<file path="src/pkg/tap_pkg.sv">
// Package: shared constants for the test-access port and emulation control
// Assumes: both ends and the testbench import it
package tap_pkg;
  localparam int IR_W   = 5;
  localparam int EMU_W  = 40;
  localparam int BSR_W  = 16;
  localparam int REV_W  = 8;
  localparam int STAT_W = 32;
  localparam int TEL_W  = 32;
  localparam int TCK_HALF = 4;

  localparam logic [IR_W-1:0] IR_RESET   = 5'h1f;
  localparam logic [IR_W-1:0] OP_BYPASS  = 5'h1f;
  localparam logic [IR_W-1:0] OP_EXTEST  = 5'h00;
  localparam logic [IR_W-1:0] OP_SAMPLE  = 5'h10;
  localparam logic [IR_W-1:0] OP_INTEST  = 5'h18;
  localparam logic [IR_W-1:0] OP_BREAKPOINT_STATUS_PATH = 5'h1c;
  localparam logic [IR_W-1:0] OP_TEL_IN  = 5'h09;
  localparam logic [IR_W-1:0] OP_TEL_OUT = 5'h0b;
  localparam logic [IR_W-1:0] OP_REV     = 5'h1d;
  localparam logic [IR_W-1:0] OP_EMULATION_CONTROL  = 5'h0c;

  localparam int B_EMU_EN   = 0;
  localparam int B_IRQ_EN   = 1;
  localparam int B_BK_STOP  = 2;
  localparam int B_STEP     = 3;
  localparam int B_SYS_RST  = 4;
  localparam int B_BRK_PIN  = 5;
  localparam int B_DMA_HALT = 6;

  localparam logic [EMU_W-1:0] EMU_RESET = 40'h00_0000_0000;
  localparam logic [REV_W-1:0] REV_ID    = 8'h5a; // Arbitrary value

  typedef enum logic [3:0] {
    S_RESET = 4'h0, S_IDLE = 4'h1, S_SEL_DR = 4'h3, S_CAP_DR = 4'h2,
    S_SH_DR = 4'h6, S_EX1_DR = 4'h7, S_PAU_DR = 4'h5, S_EX2_DR = 4'h4,
    S_UPD_DR = 4'hc, S_SEL_IR = 4'hd, S_CAP_IR = 4'hf, S_SH_IR = 4'he,
    S_EX1_IR = 4'ha, S_PAU_IR = 4'hb, S_EX2_IR = 4'h9, S_UPD_IR = 4'h8
  } tap_state_t;

  typedef enum logic [2:0] {
    P_BYPASS = 3'h0, P_BOUNDARY = 3'h1, P_BREAKPOINT_STATUS_PATH = 3'h2,
    P_TEL_IN = 3'h3, P_TEL_OUT = 3'h4, P_REV = 3'h5, P_EMULATION_CONTROL = 3'h6
  } scan_path_t;

  typedef enum logic [1:0] {
    H_IDLE = 2'h0, H_HIGH = 2'h1, H_LOW = 2'h3
  } host_state_t;
endpackage : tap_pkg

</file>
<file path="src/pkg/tap_if.sv">
// Interface: the five test-access pins between emulator and device
// Assumes: the bench drives the same mclk into both ends
`timescale 1ns/1ps
`default_nettype none
interface tap_if;
  logic tck;
  logic tms;
  logic tdi;
  logic tdo;
  logic trst_n;
  modport device (input tck, input tms, input tdi, input trst_n, output tdo);
  modport host   (output tck, output tms, output tdi, output trst_n, input tdo);
endinterface : tap_if
`default_nettype wire

</file>
<file path="src/hdl/tap_device.sv">
// Device end: TAP controller, instruction decode, scan paths, emulation control
// Assumes: mclk is the core clock; all pins arrive asynchronous to it
`timescale 1ns/1ps
`default_nettype none
module tap_device
  import tap_pkg::*;
#(
  parameter int BSR_LEN = tap_pkg::BSR_W
) (
  input  wire logic                 mclk,
  input  wire logic                 srst,
  tap_if.device                     pins,
  input  wire logic [BSR_LEN-1:0]   pin_sample,
  input  wire logic [tap_pkg::STAT_W-1:0] brk_status,
  input  wire logic [tap_pkg::TEL_W-1:0]  tel_out_data,
  input  wire logic                 breakpoint_hit,
  input  wire logic                 emu_irq_req,
  input  wire logic                 in_emu_space,
  input  wire logic                 dma_req_in,
  input  wire logic                 dma_granted,
  input  wire logic                 serial_port_unit_rx_valid,
  input  wire logic                 wbuf_pending,
  output logic [BSR_LEN-1:0]        pin_drive,
  output logic                      in_mode,
  output logic                      out_mode,
  output logic [tap_pkg::TEL_W-1:0] tel_in_data,
  output logic                      tel_in_strobe,
  output logic                      emu_irq,
  output logic                      step_mode,
  output logic                      core_reset,
  output logic                      break_out_n,
  output logic                      break_out_oe,
  output logic                      dma_req_out,
  output logic                      serial_port_unit_overrun,
  output logic                      wbuf_drain
);
  import tap_pkg::*;

  // ----------------------------------------
  // Pin synchronisers
  // ----------------------------------------
  logic [3:0] s1_q, s2_q;
  logic       tck_prev_q;
  always_ff @(posedge mclk) begin
    if (srst) begin
      // Idle clock level with test reset asserted, so no false edge follows reset
      s1_q       <= '0;
      s2_q       <= '0;
      tck_prev_q <= 1'b0;
    end else begin
      s1_q       <= {pins.tck, pins.tms, pins.tdi, pins.trst_n};
      s2_q       <= s1_q;
      tck_prev_q <= s2_q[3];
    end
  end
  wire logic tck_s  = s2_q[3];
  wire logic tms_s  = s2_q[2];
  wire logic tdi_s  = s2_q[1];
  wire logic trst_s = ~s2_q[0];
  wire logic rise   = tck_s & ~tck_prev_q;
  wire logic fall   = ~tck_s & tck_prev_q;

  // ----------------------------------------
  // TAP state machine
  // ----------------------------------------
  tap_state_t st_q, st_d;
  always_comb begin
    st_d = st_q;
    case (st_q)
      S_RESET:  st_d = tms_s ? S_RESET  : S_IDLE;
      S_IDLE:   st_d = tms_s ? S_SEL_DR : S_IDLE;
      S_SEL_DR: st_d = tms_s ? S_SEL_IR : S_CAP_DR;
      S_CAP_DR: st_d = tms_s ? S_EX1_DR : S_SH_DR;
      S_SH_DR:  st_d = tms_s ? S_EX1_DR : S_SH_DR;
      S_EX1_DR: st_d = tms_s ? S_UPD_DR : S_PAU_DR;
      S_PAU_DR: st_d = tms_s ? S_EX2_DR : S_PAU_DR;
      S_EX2_DR: st_d = tms_s ? S_UPD_DR : S_SH_DR;
      S_UPD_DR: st_d = tms_s ? S_SEL_DR : S_IDLE;
      S_SEL_IR: st_d = tms_s ? S_RESET  : S_CAP_IR;
      S_CAP_IR: st_d = tms_s ? S_EX1_IR : S_SH_IR;
      S_SH_IR:  st_d = tms_s ? S_EX1_IR : S_SH_IR;
      S_EX1_IR: st_d = tms_s ? S_UPD_IR : S_PAU_IR;
      S_PAU_IR: st_d = tms_s ? S_EX2_IR : S_PAU_IR;
      S_EX2_IR: st_d = tms_s ? S_UPD_IR : S_SH_IR;
      S_UPD_IR: st_d = tms_s ? S_SEL_DR : S_IDLE;
      default:  st_d = S_RESET;
    endcase
  end
  always_ff @(posedge mclk) begin
    if (srst || trst_s) begin
      st_q <= S_RESET;
    end else if (rise) begin
      st_q <= st_d;
    end
  end

  // ----------------------------------------
  // Instruction register and decode
  // ----------------------------------------
  logic [IR_W-1:0] ir_sh_q, ir_q;
  always_ff @(posedge mclk) begin
    if (srst || trst_s || st_q == S_RESET) begin
      ir_q    <= IR_RESET;
      ir_sh_q <= IR_RESET;
    end else if (rise) begin
      if (st_q == S_CAP_IR) begin
        ir_sh_q <= {{(IR_W-1){1'b0}}, 1'b1};
      end else if (st_q == S_SH_IR) begin
        ir_sh_q <= {tdi_s, ir_sh_q[IR_W-1:1]};
      end else if (st_q == S_UPD_IR) begin
        ir_q <= ir_sh_q;
      end
    end
  end

  // Unlisted and unsupported codes fall back to bypass
  scan_path_t path;
  always_comb begin
    if (ir_q == OP_EXTEST || ir_q == OP_SAMPLE || ir_q == OP_INTEST) begin
      path = P_BOUNDARY;
    end else if (ir_q == OP_BREAKPOINT_STATUS_PATH) begin
      path = P_BREAKPOINT_STATUS_PATH;
    end else if (ir_q == OP_TEL_IN) begin
      path = P_TEL_IN;
    end else if (ir_q == OP_TEL_OUT) begin
      path = P_TEL_OUT;
    end else if (ir_q == OP_REV) begin
      path = P_REV;
    end else if (ir_q == OP_EMULATION_CONTROL) begin
      path = P_EMULATION_CONTROL;
    end else begin
      path = P_BYPASS;
    end
  end

  always_ff @(posedge mclk) begin
    if (srst) begin
      in_mode  <= 1'b0;
      out_mode <= 1'b0;
    end else begin
      in_mode  <= (ir_q == OP_INTEST);
      out_mode <= (ir_q == OP_INTEST) || (ir_q == OP_EXTEST);
    end
  end

  // ----------------------------------------
  // Data registers
  // ----------------------------------------
  logic                byp_q;
  logic [BSR_LEN-1:0]  bsr_q;
  logic [EMU_W-1:0]    dr_q;
  logic [EMU_W-1:0]    emu_q;
  wire logic cap = rise && st_q == S_CAP_DR;
  wire logic shf = rise && st_q == S_SH_DR;
  wire logic upd = rise && st_q == S_UPD_DR;

  always_ff @(posedge mclk) begin
    if (srst) begin
      byp_q <= 1'b0;
    end else if (cap && path == P_BYPASS) begin
      byp_q <= 1'b0;
    end else if (shf && path == P_BYPASS) begin
      byp_q <= tdi_s;
    end
  end

  always_ff @(posedge mclk) begin
    if (srst) begin
      bsr_q <= '0;
    end else if (cap && path == P_BOUNDARY) begin
      bsr_q <= pin_sample;
    end else if (shf && path == P_BOUNDARY) begin
      bsr_q <= {tdi_s, bsr_q[BSR_LEN-1:1]};
    end
  end

  // One shared shift register serves every path except bypass and boundary
  always_ff @(posedge mclk) begin
    if (srst) begin
      dr_q <= '0;
    end else if (cap) begin
      case (path)
        P_BREAKPOINT_STATUS_PATH: dr_q <= {{(EMU_W-STAT_W){1'b0}}, brk_status};
        P_TEL_OUT: dr_q <= {{(EMU_W-TEL_W){1'b0}}, tel_out_data};
        P_REV:     dr_q <= {{(EMU_W-REV_W){1'b0}}, REV_ID};
        P_EMULATION_CONTROL:  dr_q <= emu_q;
        default:   dr_q <= '0;
      endcase
    end else if (shf) begin
      dr_q <= {tdi_s, dr_q[EMU_W-1:1]};
    end
  end

  // Control only changes on update, so shifting never disturbs it
  always_ff @(posedge mclk) begin
    if (srst || trst_s) begin
      emu_q <= EMU_RESET;
    end else if (upd && path == P_EMULATION_CONTROL) begin
      emu_q <= dr_q;
    end
  end

  always_ff @(posedge mclk) begin
    if (srst) begin
      pin_drive     <= '0;
      tel_in_data   <= '0;
      tel_in_strobe <= 1'b0;
    end else begin
      tel_in_strobe <= upd && path == P_TEL_IN;
      if (upd && path == P_TEL_IN) begin
        // Shifted bits enter at the top, so a short path ends in the upper bits
        tel_in_data <= dr_q[EMU_W-1 -: TEL_W];
      end
      if (upd && path == P_BOUNDARY) begin
        pin_drive <= bsr_q;
      end
    end
  end

  // ----------------------------------------
  // Serial output, changes on falling test clock
  // ----------------------------------------
  logic tdo_q;
  always_ff @(posedge mclk) begin
    if (srst) begin
      tdo_q <= 1'b0;
    end else if (fall) begin
      if (st_q == S_SH_IR) begin
        tdo_q <= ir_sh_q[0];
      end else if (st_q == S_SH_DR) begin
        case (path)
          P_BYPASS:   tdo_q <= byp_q;
          P_BOUNDARY: tdo_q <= bsr_q[0];
          default:    tdo_q <= dr_q[0];
        endcase
      end
    end
  end
  assign pins.tdo = tdo_q;

  // ----------------------------------------
  // Emulation control effects on the core
  // ----------------------------------------
  wire logic halt = emu_q[B_DMA_HALT] && in_emu_space;
  wire logic brk  = emu_q[B_EMU_EN] && breakpoint_hit;
  always_ff @(posedge mclk) begin
    if (srst) begin
      emu_irq       <= 1'b0;
      step_mode     <= 1'b0;
      core_reset    <= 1'b0;
      break_out_n   <= 1'b1;
      break_out_oe  <= 1'b0;
      dma_req_out   <= 1'b0;
      serial_port_unit_overrun <= 1'b0;
      wbuf_drain    <= 1'b0;
    end else begin
      emu_irq <= emu_q[B_EMU_EN] && emu_q[B_IRQ_EN]
                 && (emu_irq_req || (emu_q[B_BK_STOP] && breakpoint_hit));
      step_mode    <= emu_q[B_STEP];
      core_reset   <= emu_q[B_SYS_RST];
      break_out_oe <= emu_q[B_BRK_PIN];
      break_out_n  <= ~brk;
      dma_req_out  <= dma_req_in && (!halt || dma_granted);
      wbuf_drain   <= wbuf_pending;
      // Sticky until reset; the set can never be lost
      if (halt && serial_port_unit_rx_valid) begin
        serial_port_unit_overrun <= 1'b1;
      end
    end
  end
endmodule : tap_device
`default_nettype wire

</file>
<file path="src/flat_wrapper.sv">
// flat-port wrapper written by rule: the top's interface ports become plain ports
module tap_device_flat import tap_pkg::*;
#(
  parameter int BSR_LEN = tap_pkg::BSR_W
)
  (mclk, srst, pin_sample, brk_status, tel_out_data, breakpoint_hit, emu_irq_req, in_emu_space, dma_req_in, dma_granted, serial_port_unit_rx_valid, wbuf_pending, pin_drive, in_mode, out_mode, tel_in_data, tel_in_strobe, emu_irq, step_mode, core_reset, break_out_n, break_out_oe, dma_req_out, serial_port_unit_overrun, wbuf_drain, pins_tck, pins_tms, pins_tdi, pins_trst_n, pins_tdo);
  tap_if pins_i ();
  input  wire logic mclk;
  input  wire logic srst;
  input  wire logic [BSR_LEN-1:0] pin_sample;
  input  wire logic [tap_pkg::STAT_W-1:0] brk_status;
  input  wire logic [tap_pkg::TEL_W-1:0] tel_out_data;
  input  wire logic breakpoint_hit;
  input  wire logic emu_irq_req;
  input  wire logic in_emu_space;
  input  wire logic dma_req_in;
  input  wire logic dma_granted;
  input  wire logic serial_port_unit_rx_valid;
  input  wire logic wbuf_pending;
  output logic [BSR_LEN-1:0] pin_drive;
  output logic in_mode;
  output logic out_mode;
  output logic [tap_pkg::TEL_W-1:0] tel_in_data;
  output logic tel_in_strobe;
  output logic emu_irq;
  output logic step_mode;
  output logic core_reset;
  output logic break_out_n;
  output logic break_out_oe;
  output logic dma_req_out;
  output logic serial_port_unit_overrun;
  output logic wbuf_drain;
  input wire logic [$bits(pins_i.tck)-1:0] pins_tck;
  input wire logic [$bits(pins_i.tms)-1:0] pins_tms;
  input wire logic [$bits(pins_i.tdi)-1:0] pins_tdi;
  input wire logic [$bits(pins_i.trst_n)-1:0] pins_trst_n;
  output wire logic [$bits(pins_i.tdo)-1:0] pins_tdo;
  assign pins_i.tck = pins_tck;
  assign pins_i.tms = pins_tms;
  assign pins_i.tdi = pins_tdi;
  assign pins_i.trst_n = pins_trst_n;
  assign pins_tdo = pins_i.tdo;
  tap_device #(.BSR_LEN(BSR_LEN)) u_core (.mclk(mclk), .srst(srst), .pins(pins_i), .pin_sample(pin_sample), .brk_status(brk_status), .tel_out_data(tel_out_data), .breakpoint_hit(breakpoint_hit), .emu_irq_req(emu_irq_req), .in_emu_space(in_emu_space), .dma_req_in(dma_req_in), .dma_granted(dma_granted), .serial_port_unit_rx_valid(serial_port_unit_rx_valid), .wbuf_pending(wbuf_pending), .pin_drive(pin_drive), .in_mode(in_mode), .out_mode(out_mode), .tel_in_data(tel_in_data), .tel_in_strobe(tel_in_strobe), .emu_irq(emu_irq), .step_mode(step_mode), .core_reset(core_reset), .break_out_n(break_out_n), .break_out_oe(break_out_oe), .dma_req_out(dma_req_out), .serial_port_unit_overrun(serial_port_unit_overrun), .wbuf_drain(wbuf_drain));
endmodule
</file>
<file path="config.mk">
export PLATFORM = sky130hd
export DESIGN_NAME = tap_device_flat
export DESIGN_NICKNAME = d
export VERILOG_FILES = /design/src/pkg/tap_pkg.sv /design/src/pkg/tap_if.sv /design/src/hdl/tap_device.sv /design/src/flat_wrapper.sv
export SDC_FILE = /design/constraint.sdc
export NUM_CORES = 1
export LEC_CHECK = 0
export BUFFER_PORTS_ARGS = -buffer_cell sky130_fd_sc_hd__buf_2
export CORE_MARGIN = 4
export CORE_UTILIZATION = 24
export CTS_CLUSTER_DIAMETER = 120
export DETAILED_ROUTE_END_ITERATION = 12
export MAX_ROUTING_LAYER = met4
export PLACE_DENSITY = 0.41
export SYNTH_ARGS = -nofsm -noshare
export SYNTH_HDL_FRONTEND = slang
export SYNTH_SLANG_ARGS = --single-unit
</file>
<file path="constraint.sdc">
create_clock -name mclk -period 2 [get_ports mclk]
set_input_delay 0 -clock mclk [delete_from_list [all_inputs] [get_ports mclk]]
set_output_delay 0 -clock mclk [all_outputs]
set_load 0.1 [all_outputs]
</file>
## Word level (Yosys, flattened, before mapping)

Cells that the tools add are included.

- Register bits after elaboration: 180
- Input bits: 93
- Output and inout bits: 60

- Eq/ne operators: 28
- Muxes and demuxes: 29
- Bitwise gates (word level): 8
- Reductions and logical operators: 39

Operators by type and width:

| operator | number |
|---|---|
| one-hot mux 40 bit (4 select lines) | 1 |
| two-way mux 40 bit | 2 |
| one-hot mux 4 bit (12 select lines) | 1 |
| equality test 4 bit, second input constant | 8 |
| two-way mux 16 bit | 2 |
| two-way mux 3 bit | 8 |
| equality test 5 bit, second input constant | 4 |
| logical AND 1 bit | 17 |
| equality test 4 x 3 -> 1 bit, second input constant | 4 |
| two-way mux 4 bit | 4 |
| equality test 5 x 4 -> 1 bit, second input constant | 3 |
| two-way mux 5 bit | 2 |
| equality test 3 bit, second input constant | 3 |
| equality test 4 x 2 -> 1 bit, second input constant | 2 |
| nonzero test 2 bit | 4 |
| logical OR 1 bit | 7 |
| equality test 3 x 2 -> 1 bit, second input constant | 2 |
| two-way mux 2 bit | 3 |
| inverter 1 bit | 6 |
| OR reduction 2 bit | 3 |
| zero test 5 bit | 1 |
| two-way mux 1 bit | 5 |
| equality test 4 x 1 -> 1 bit, second input constant | 1 |
| zero test 4 bit | 1 |
| other kinds (8) | 10 |

## Longest topological paths before layout

Gate-level depths: netlist of the first run.

- Word-level depth: 11
- Depth in mapped cells: 8
- Depth with buffers taken out: 5

## Worst setup path before layout of the first run

OpenSTA, ideal clock, no wires.

- Path type: reg2reg
- Start: reg u_core.ir_q[3]
- End: reg u_core.tel_in_data[10] in the netlist's numbering
- Setup time: 0.132 ns
- Data arrival time: 1.494 ns
- Slack: 0.374 ns
- Stages on the path, launching flop included: 8
- Buffers on the path: 2
- Clock period less this slack: 1.626 ns
- Cell sequence: dfxtp_1 nor2b_1 nand3_1 or3_1 clkbuf_1 buf_2 nand2_1 a21oi_1

- Longest elaborated chain between the ends: 9
- Elaborated cells on any way between the ends: 18

Ends and longest elaborated chain:

| item | line | source |
|---|---|---|
| start, declared | tap_device.sv:100 | `logic [IR_W-1:0] ir_sh_q, ir_q;` |
| start signal, assigned | tap_device.sv:111 | `ir_q <= ir_sh_q;` |
| equality test 5 x 4 -> 1 bit | tap_device.sv:129 | `end else if (ir_q == OP_EMULATION_CONTROL) begin` |
| two-way mux 3 bit | tap_device.sv:129 |  |
| two-way mux 3 bit | tap_device.sv:127 | `end else if (ir_q == OP_REV) begin` |
| two-way mux 3 bit | tap_device.sv:125 | `end else if (ir_q == OP_TEL_OUT) begin` |
| two-way mux 3 bit | tap_device.sv:123 | `end else if (ir_q == OP_TEL_IN) begin` |
| two-way mux 3 bit | tap_device.sv:121 | `end else if (ir_q == OP_BREAKPOINT_STATUS_PATH) begin` |
| two-way mux 3 bit * | tap_device.sv:119 | `if (ir_q == OP_EXTEST \|\| ir_q == OP_SAMPLE \|\| ir_q == OP_INTEST) begin` |
| equality test 3 x 2 -> 1 bit * | tap_device.sv:210 | `if (upd && path == P_TEL_IN) begin` |
| logical AND 1 bit * | tap_device.sv:210 |  |
| end signal, assigned | tap_device.sv:212 | `tel_in_data <= dr_q[EMU_W-1 -: TEL_W];` |
| end, declared | tap_device.sv:26 | `output logic [tap_pkg::TEL_W-1:0] tel_in_data,` |

Every way passes the cells marked *; elsewhere a longest branch is shown, timed or not.
A chain may end at the register's enable or synchronous reset.

## Final worst setup path of the first run

- Start: reg u_core.ir_q[2]
- End: reg u_core.dr_q[28]

- Longest elaborated chain between the ends: 10
- Elaborated cells on any way between the ends: 22

Ends and longest elaborated chain:

| item | line | source |
|---|---|---|
| equality test 5 x 4 -> 1 bit | tap_device.sv:129 |  |
| two-way mux 3 bit | tap_device.sv:129 |  |
| two-way mux 3 bit | tap_device.sv:127 |  |
| two-way mux 3 bit | tap_device.sv:125 |  |
| two-way mux 3 bit | tap_device.sv:123 |  |
| two-way mux 3 bit | tap_device.sv:121 |  |
| two-way mux 3 bit * | tap_device.sv:119 |  |
| equality test 3 bit or equality test 3 x 2 -> 1 bit (tied branches) | tap_device.sv:182 | `case (path)` |
| one-hot mux 40 bit (4 select lines) * | tap_device.sv:182 |  |
| two-way mux 40 bit * | tap_device.sv:181 | `end else if (cap) begin` |
| end signal, assigned | tap_device.sv:183 | `P_BREAKPOINT_STATUS_PATH: dr_q <= {{(EMU_W-STAT_W){1'b0}}, brk_status};` |
| end signal, assigned | tap_device.sv:184 | `P_TEL_OUT: dr_q <= {{(EMU_W-TEL_W){1'b0}}, tel_out_data};` |
| end signal, assigned | tap_device.sv:185 | `P_REV: dr_q <= {{(EMU_W-REV_W){1'b0}}, REV_ID};` |
| end, declared | tap_device.sv:151 | `logic [EMU_W-1:0] dr_q;` |

Marks and branches as above.

==> flow_summary_export.csv, run 1 <==
group,metric,value,unit
status,status,"finished clean",
cts,clk_latency,0.44,ns
grt,grt_use_total,14.5,%
routing,drt-initial-drc-count,531,
final_layout,layout-drive-gt1-share,22.1,%
cts,clock-sinks,180,
job,cap_violations,0,
grt,top_usage_layer,"met2",
grt,grtUsageMet2,22.8,%
worst_setup_path,worst-endpoint-required,2.35,ns
final_layout,multi_input_area,0.00348,mm^2
place,portBuffers,152,
worst_setup_path,crit_chain,"nand2b_1, or2_2, nor2_2, buf_12, a222oi_1, o22ai_1",
cts,cts_tree,"done",
worst_setup_path,crit_type,"reg2reg",
grt,grt_pass1_wl,38700,um
synthesis,syn_avg_cell_area,9.07,um^2
timing,fin_crit_sh,90.6,%
timing,maxSlewViolCount,0,
synthesis,ys_types,47,
worst_setup_path,start_kind,"flip-flop",
synthesis,synth_ff_type,"dfxtp_1",
timing,max_clock_freq,552,MHz
cts,ctsResizeCount,0,
worst_setup_path,crit_arrival,2.16,ns
routing,via_per_inst,4.73,
final_layout,layout.nets,1131,
synthesis,yosysWarnings,0,
cts,cts_setup_buffers,0,
floorplanning,num_rows,64,
synthesis,synthCells,817,
cts,max-clock-path-buffers,2,
place,gp_congestion,0.745,
synthesis,synth_nets,910,
timing,period_minus_slack,1.81,ns
timing,setup_violations,0,
grt,use_met3,1.84,%
synthesis,async_flop_share,0,%
timing,finalSetupTns,0,ns
pwr,leakagePower,3.98,nW
timing,worstMarginPinSlew,0.657,ns
pwr,irDropWorstVdd,0.536,mV
grt,antenna_found_initial,0,
final_layout,num_antenna_cells,0,
routing,first_pass_iters,5,
timing,hold_viol,0,
floorplanning,die_h,184,um
floorplanning,start_util,24.3,%
timing,rsz0062_at_grt,"false",
floorplanning,die_area,0.0337,mm^2
routing,ant_nets,0,
grt,use_met1,19.5,%
synthesis,synth_area,0.00741,mm^2
grt,grt_max_degree,55,
cts,cts_buffers,17,
cts,cts_root_buf,"clkbuf_16",
worst_setup_path,critPathSlowestCell,"dfxtp_1",
pwr,power,7.20,mW
floorplanning,die_x,184,um
worst_setup_path,critPathMaxFanout,32,
timing,max_slew_margin,56.2,%
timing,fin_skew,0.0190,ns
synthesis,synth_edf_count,0,
floorplanning,design.core.area,0.0305,mm^2
worst_setup_path,cp-end-kind,"flip-flop",
final_layout,fillers,3217,
routing,routedWlPerCell,16.3,um
place,dp_hpwl,15000,um
routing,dr_total_vias,6850,
worst_setup_path,r2r_slack,0.19,ns
worst_setup_path,critPathMaxStageDelay,0.46,ns
routing,routed_wl,23600,um
floorplanning,ioPinCount,153,
grt,overflow,0,
synthesis,ys_seq_area_share,48.6,%
grt,grt_pass1_vias,6973,
final_layout,area_growth,37.3,%
synthesis,synth_seq_cells,180,
final_layout,seqCellArea,0.00360,mm^2
cts,cts.reportedPaths.clkPinSlew,0.07,ns
hold_path,holdCritPathClass,"in2reg",
pwr,pwr_density_cell,708,mW/mm^2
cts,cts.htree.levels,4,
routing,drc_errors,0,
cts,hold_buffers,88,
## layout make-up
type,instances,share of cell area (%)
well taps,396,4.87
repair buffers,275,19.8
flip-flops and latches,180,35.4
clock buffers,17,4.18
multi-input cells,560,34.2
clock inverters,15,1.34
inverters,4,0.148
## worst max-delay path: cells and delay by family, from the launching register on
family | cells | cell delay [ns]
buffers and inverters | 1 | 0.24
AND/OR/NAND/NOR | 3 | 0.75
AO/OA/AOI/OAI | 2 | 0.29
flip-flops | 1 | 0.46
## cells in the final DEF (no fill, tap or decap), types with 5 or more instances in the layout
cell type	n
a221oi_1	11
nor3_1	10
clkbuf_16	17
a21oi_1	81
dlygate4sd3_1	88
nand2_1	83
nor2_1	91
dfxtp_1	179
a211oi_1	16
buf_2	151
and3_1	35
o22ai_1	32
nor2b_1	30
buf_12	9
nand2b_1	5
a222oi_1	28
buf_4	27
o21ai_0	10
mux2i_1	78
## per-layer routing
metal,vias to the layer above,wire [um]
met4,0,452
met3,25,829
met5,-,0
met1,3283,11500
met2,148,10900
li1,3394,-
## worst paths after layout
check	startpoint	end	cells past startpoint
worst min-delay path	tel_out_data[6]	u_core.dr_q[6]	5
worst max-delay path	u_core.ir_q[2]	u_core.dr_q[28]	6
worst min register to register	u_core.s1_q[0]	u_core.s2_q[0]	1
worst max register to register	u_core.ir_q[2]	u_core.dr_q[28]	6
## logic make-up (layout without fill, tap and decap cells)
group / Yosys count / in the layout / synth area share, %
AOI/OAI and AO/OA: 193 / 193 / 17.2
buffers and inverters: 77 / 311 / 4.76
muxes: 79 / 79 / 10.7
DFF: 180 / 180 / 48.6
and+or+nand+nor: 288 / 288 / 18.7
## per-stage QoR
step | utilization (%) | area (um^2) | worst slack [ns] | hold WS [ns] | instances
after floorplan | - | 7410 | 0.374 | 0.0840 | 817
after CTS | 33.3 | 10200 | 0.202 | 0.0273 | 1447
final | 33.3 | 10200 | 0.189 | 0.0485 | 1447
after detailed placement | 28.6 | 8730 | 0.207 | 0.209 | 1327
after global routing | 33.3 | 10200 | 0.0374 | 0.0711 | 1447
after global placement | 28.6 | 8730 | 0.186 | 0.210 | 1327
## power by group
part	internal [mW]	total (mW)	switching (mW)
sequential	3.59	3.60	0.00585
clock	1.65	3.26	1.61
combinational	0.197	0.343	0.146
total	5.44	7.20	1.76
## sequential cells by signal, summed over array words and instances, names as in the netlist, 4 cells and up
signal and cells:
u_core.s1_q 4, u_core.st_q 4, u_core.s2_q 4, u_core.tel_in_data 32
u_core.ir_q 5, u_core.dr_q 40, u_core.bsr_q 16, u_core.ir_sh_q 5
u_core.emu_q 40, u_core.pin_drive 16
## cell usage after synthesis (all sizes together) (3+ instances only)
library cell | n | area [um^2]
a211oi | 16 | 120
a21oi | 81 | 405
a221oi | 11 | 96.3
a222oi | 28 | 280
a311oi | 3 | 26.3
a31oi | 3 | 18.8
and2 | 3 | 18.8
and3 | 35 | 219
buf | 30 | 176
clkbuf | 43 | 161
dfxtp | 180 | 3600
inv | 4 | 15.0
mux2i | 78 | 781
nand2 | 84 | 318
nand2b | 6 | 37.5
nand3 | 5 | 25.0
nand3b | 3 | 22.5
nor2 | 92 | 348
nor2b | 30 | 188
nor3 | 12 | 70.1
nor3b | 4 | 30.0
nor4 | 4 | 31.3
o21ai | 10 | 50.1
o22ai | 32 | 200
or3 | 3 | 18.8
Note: power is estimated with default switching activity, not from simulation.
==> inputs of run 2 (changes only) <==
--- a/config.mk
+++ b/config.mk
@@ -8,6 +8,7 @@
 export BUFFER_PORTS_ARGS = -buffer_cell sky130_fd_sc_hd__buf_2
 export CORE_MARGIN = 4
 export CORE_UTILIZATION = 24
+export CTS_BUF_LIST = sky130_fd_sc_hd__clkbuf_8
 export CTS_CLUSTER_DIAMETER = 120
 export DETAILED_ROUTE_END_ITERATION = 12
 export MAX_ROUTING_LAYER = met4
==> run 2 against run 1 <==
Effect of this change: clock skew grew 0.0038 ns; flip-flop and latch count unchanged; fmax rose by 0.15%; critical path depth stayed put; total power shrank 11%; via count down 0.23%; largest cell class unchanged.
==> flow_summary_export.csv, run 2 (same netlist as run 1, synthesis figures left out) <==
group,metric,value,unit
status,status,"finished clean",
routing,dr_total_vias,6834,
final_layout,multi_input_area,0.00348,mm^2
floorplanning,start_util,24.3,%
final_layout,top_regs,"u_core.dr_q (40), u_core.emu_q (40), u_core.tel_in_data (32)",
pwr,irDropWorstVdd,0.390,mV
timing,finalSetupTns,0,ns
worst_setup_path,crit_arrival,2.20,ns
floorplanning,design.core.area,0.0305,mm^2
timing,max_clock_freq,553,MHz
place,placedCellCount,1327,
pwr,p_sw_share,26.2,%
timing,whs,0.0435,ns
place,place_ws,0.207,ns
place,gp_congestion,0.745,
worst_setup_path,crit_type,"reg2reg",
timing,period_minus_slack,1.81,ns
cts,max-clock-path-buffers,2,
place,portBuffers,152,
routing,drt-initial-drc-count,516,
place,dp_hpwl,15000,um
final_layout,area_growth,35.0,%
final_layout,finish.utilization,32.8,%
timing,setup_ws,0.192,ns
final_layout,fillers,3228,
floorplanning,ioPinCount,153,
timing,max_slew_margin,55.7,%
cts,cts.htree.levels,4,
cts,cts_setup_buffers,0,
final_layout,final_cells,1449,
routing,via_per_inst,4.72,
timing,fin_skew,0.0227,ns
cts,cts_buffers,17,
pwr,internal_power,4.71,mW
grt,antenna_found_initial,0,
cts,clk_latency,0.47,ns
pwr,p_comb_share,5.4,%
final_layout,design_area,0.0100,mm^2
routing,first_pass_iters,6,
pwr,pwr-share-clk,38.1,%
floorplanning,die_x,184,um
cts,cts_tree,"done",
floorplanning,die_h,184,um
worst_setup_path,critPathMaxFanout,32,
final_layout,num_antenna_cells,0,
cts,clock-sinks,180,
timing,setup_violations,0,
final_layout,layout-drive-gt1-share,22.0,%
floorplanning,die_area,0.0337,mm^2
final_layout,layout.nets,1133,
cts,ctsResizeCount,0,
cts,cts_root_buf,"clkbuf_8",
routing,routedWlPerCell,16.3,um
pwr,pwr-share-seq,56.4,%
hold_path,holdCritPathClass,"in2reg",
place,dpl_cell_area,0.00873,mm^2
grt,grt_use_total,14.5,%
worst_setup_path,worst-endpoint-required,2.39,ns
final_layout,layout_commonest_cell,"dfxtp_1",
timing,maxSlewViolCount,0,
pwr,leakagePower,3.90,nW
floorplanning,num_rows,64,
job,cap_violations,0,
timing,worstMarginPinSlew,0.665,ns
pwr,pwr_density_cell,637,mW/mm^2
worst_setup_path,cp-end-kind,"flip-flop",
timing,rsz0062_at_grt,"false",
timing,fin_crit_sh,90.4,%
routing,ant_nets,0,
worst_setup_path,start_kind,"flip-flop",
routing,routed_wl,23600,um
final_layout,layout_common_cells,"dfxtp_1 (179), buf_2 (151), nor2_1 (91)",
grt,grt_pass1_wl,38700,um
grt,overflow,0,
pwr,netSwitchingPower,1.67,mW
routing,drc_errors,0,
timing,hold_viol,0,
pwr,power,6.38,mW
final_layout,seqCellArea,0.00360,mm^2
grt,grt_max_degree,55,
cts,cts.reportedPaths.clkPinSlew,0.11,ns
grt,grt_pass1_vias,6969,
[run 2: changes by cell type in the layout (fill, tap and decap cells not counted)]
cell and change:
clkbuf_16 -17, clkbuf_8 +17, dlygate4sd3_1 +2
[run 2: what timing repair did]
| item | in CTS | in global routing |
|---|---|---|
| hold endpoints to repair | 59 | 0 |
| hold buffers | 90 | 0 |
| endpoints found under the setup margin | 0 | 0 |
[run 2: worst paths after layout]
| path | cells after the start | from | slack [ns] | end |
|---|---|---|---|---|
| setup / recovery | 6 | u_core.ir_q[2] | 0.19 | u_core.dr_q[28] |
| setup reg to reg | 6 | u_core.ir_q[2] | 0.19 | u_core.dr_q[28] |
| hold / removal | 5 | tel_out_data[3] | 0.04 | u_core.dr_q[3] |
| hold reg to reg | 1 | u_core.s1_q[0] | 0.45 | u_core.s2_q[0] |
[run 2: metal layers]
| metal | share of wire, % | up-vias | GRT usage [%] |
|---|---|---|---|
| met4 | 1.7 | 0 | 4.17 |
| met5 | 0 | - | - |
| li1 | - | 3395 | - |
| met2 | 46 | 153 | 22.9 |
| met3 | 4.3 | 23 | 1.84 |
| met1 | 48 | 3263 | 19.5 |
[run 2: critical path, stage by stage, from the launching register on]
cell and delay (ns):
dfxtp_1 0.47, nand2b_1 0.19, or2_2 0.40, nor2_2 0.16, buf_12 0.23, a222oi_1 0.14, o22ai_1 0.14
[run 2: final cells by class]
class | instances | area share, %
clock buffers | 17 | 2.34
clock inverters | 15 | 1.36
inverters | 4 | 0.150
repair buffers | 277 | 20.4
flip-flops and latches | 180 | 36.0
multi-input cells | 560 | 34.8
well taps | 396 | 4.95
[run 2: power by group through the flow]
stage          Clock (mW)  Sequential (mW)  Combinational, mW
2_1_floorplan           0             3.69             0.0652
3_3_place_gp            0             3.68              0.214
3_5_place_dp            0             3.68              0.213
4_1_cts              2.54             3.60              0.348
5_1_grt              2.69             3.60              0.377
6_report             2.43             3.60              0.346
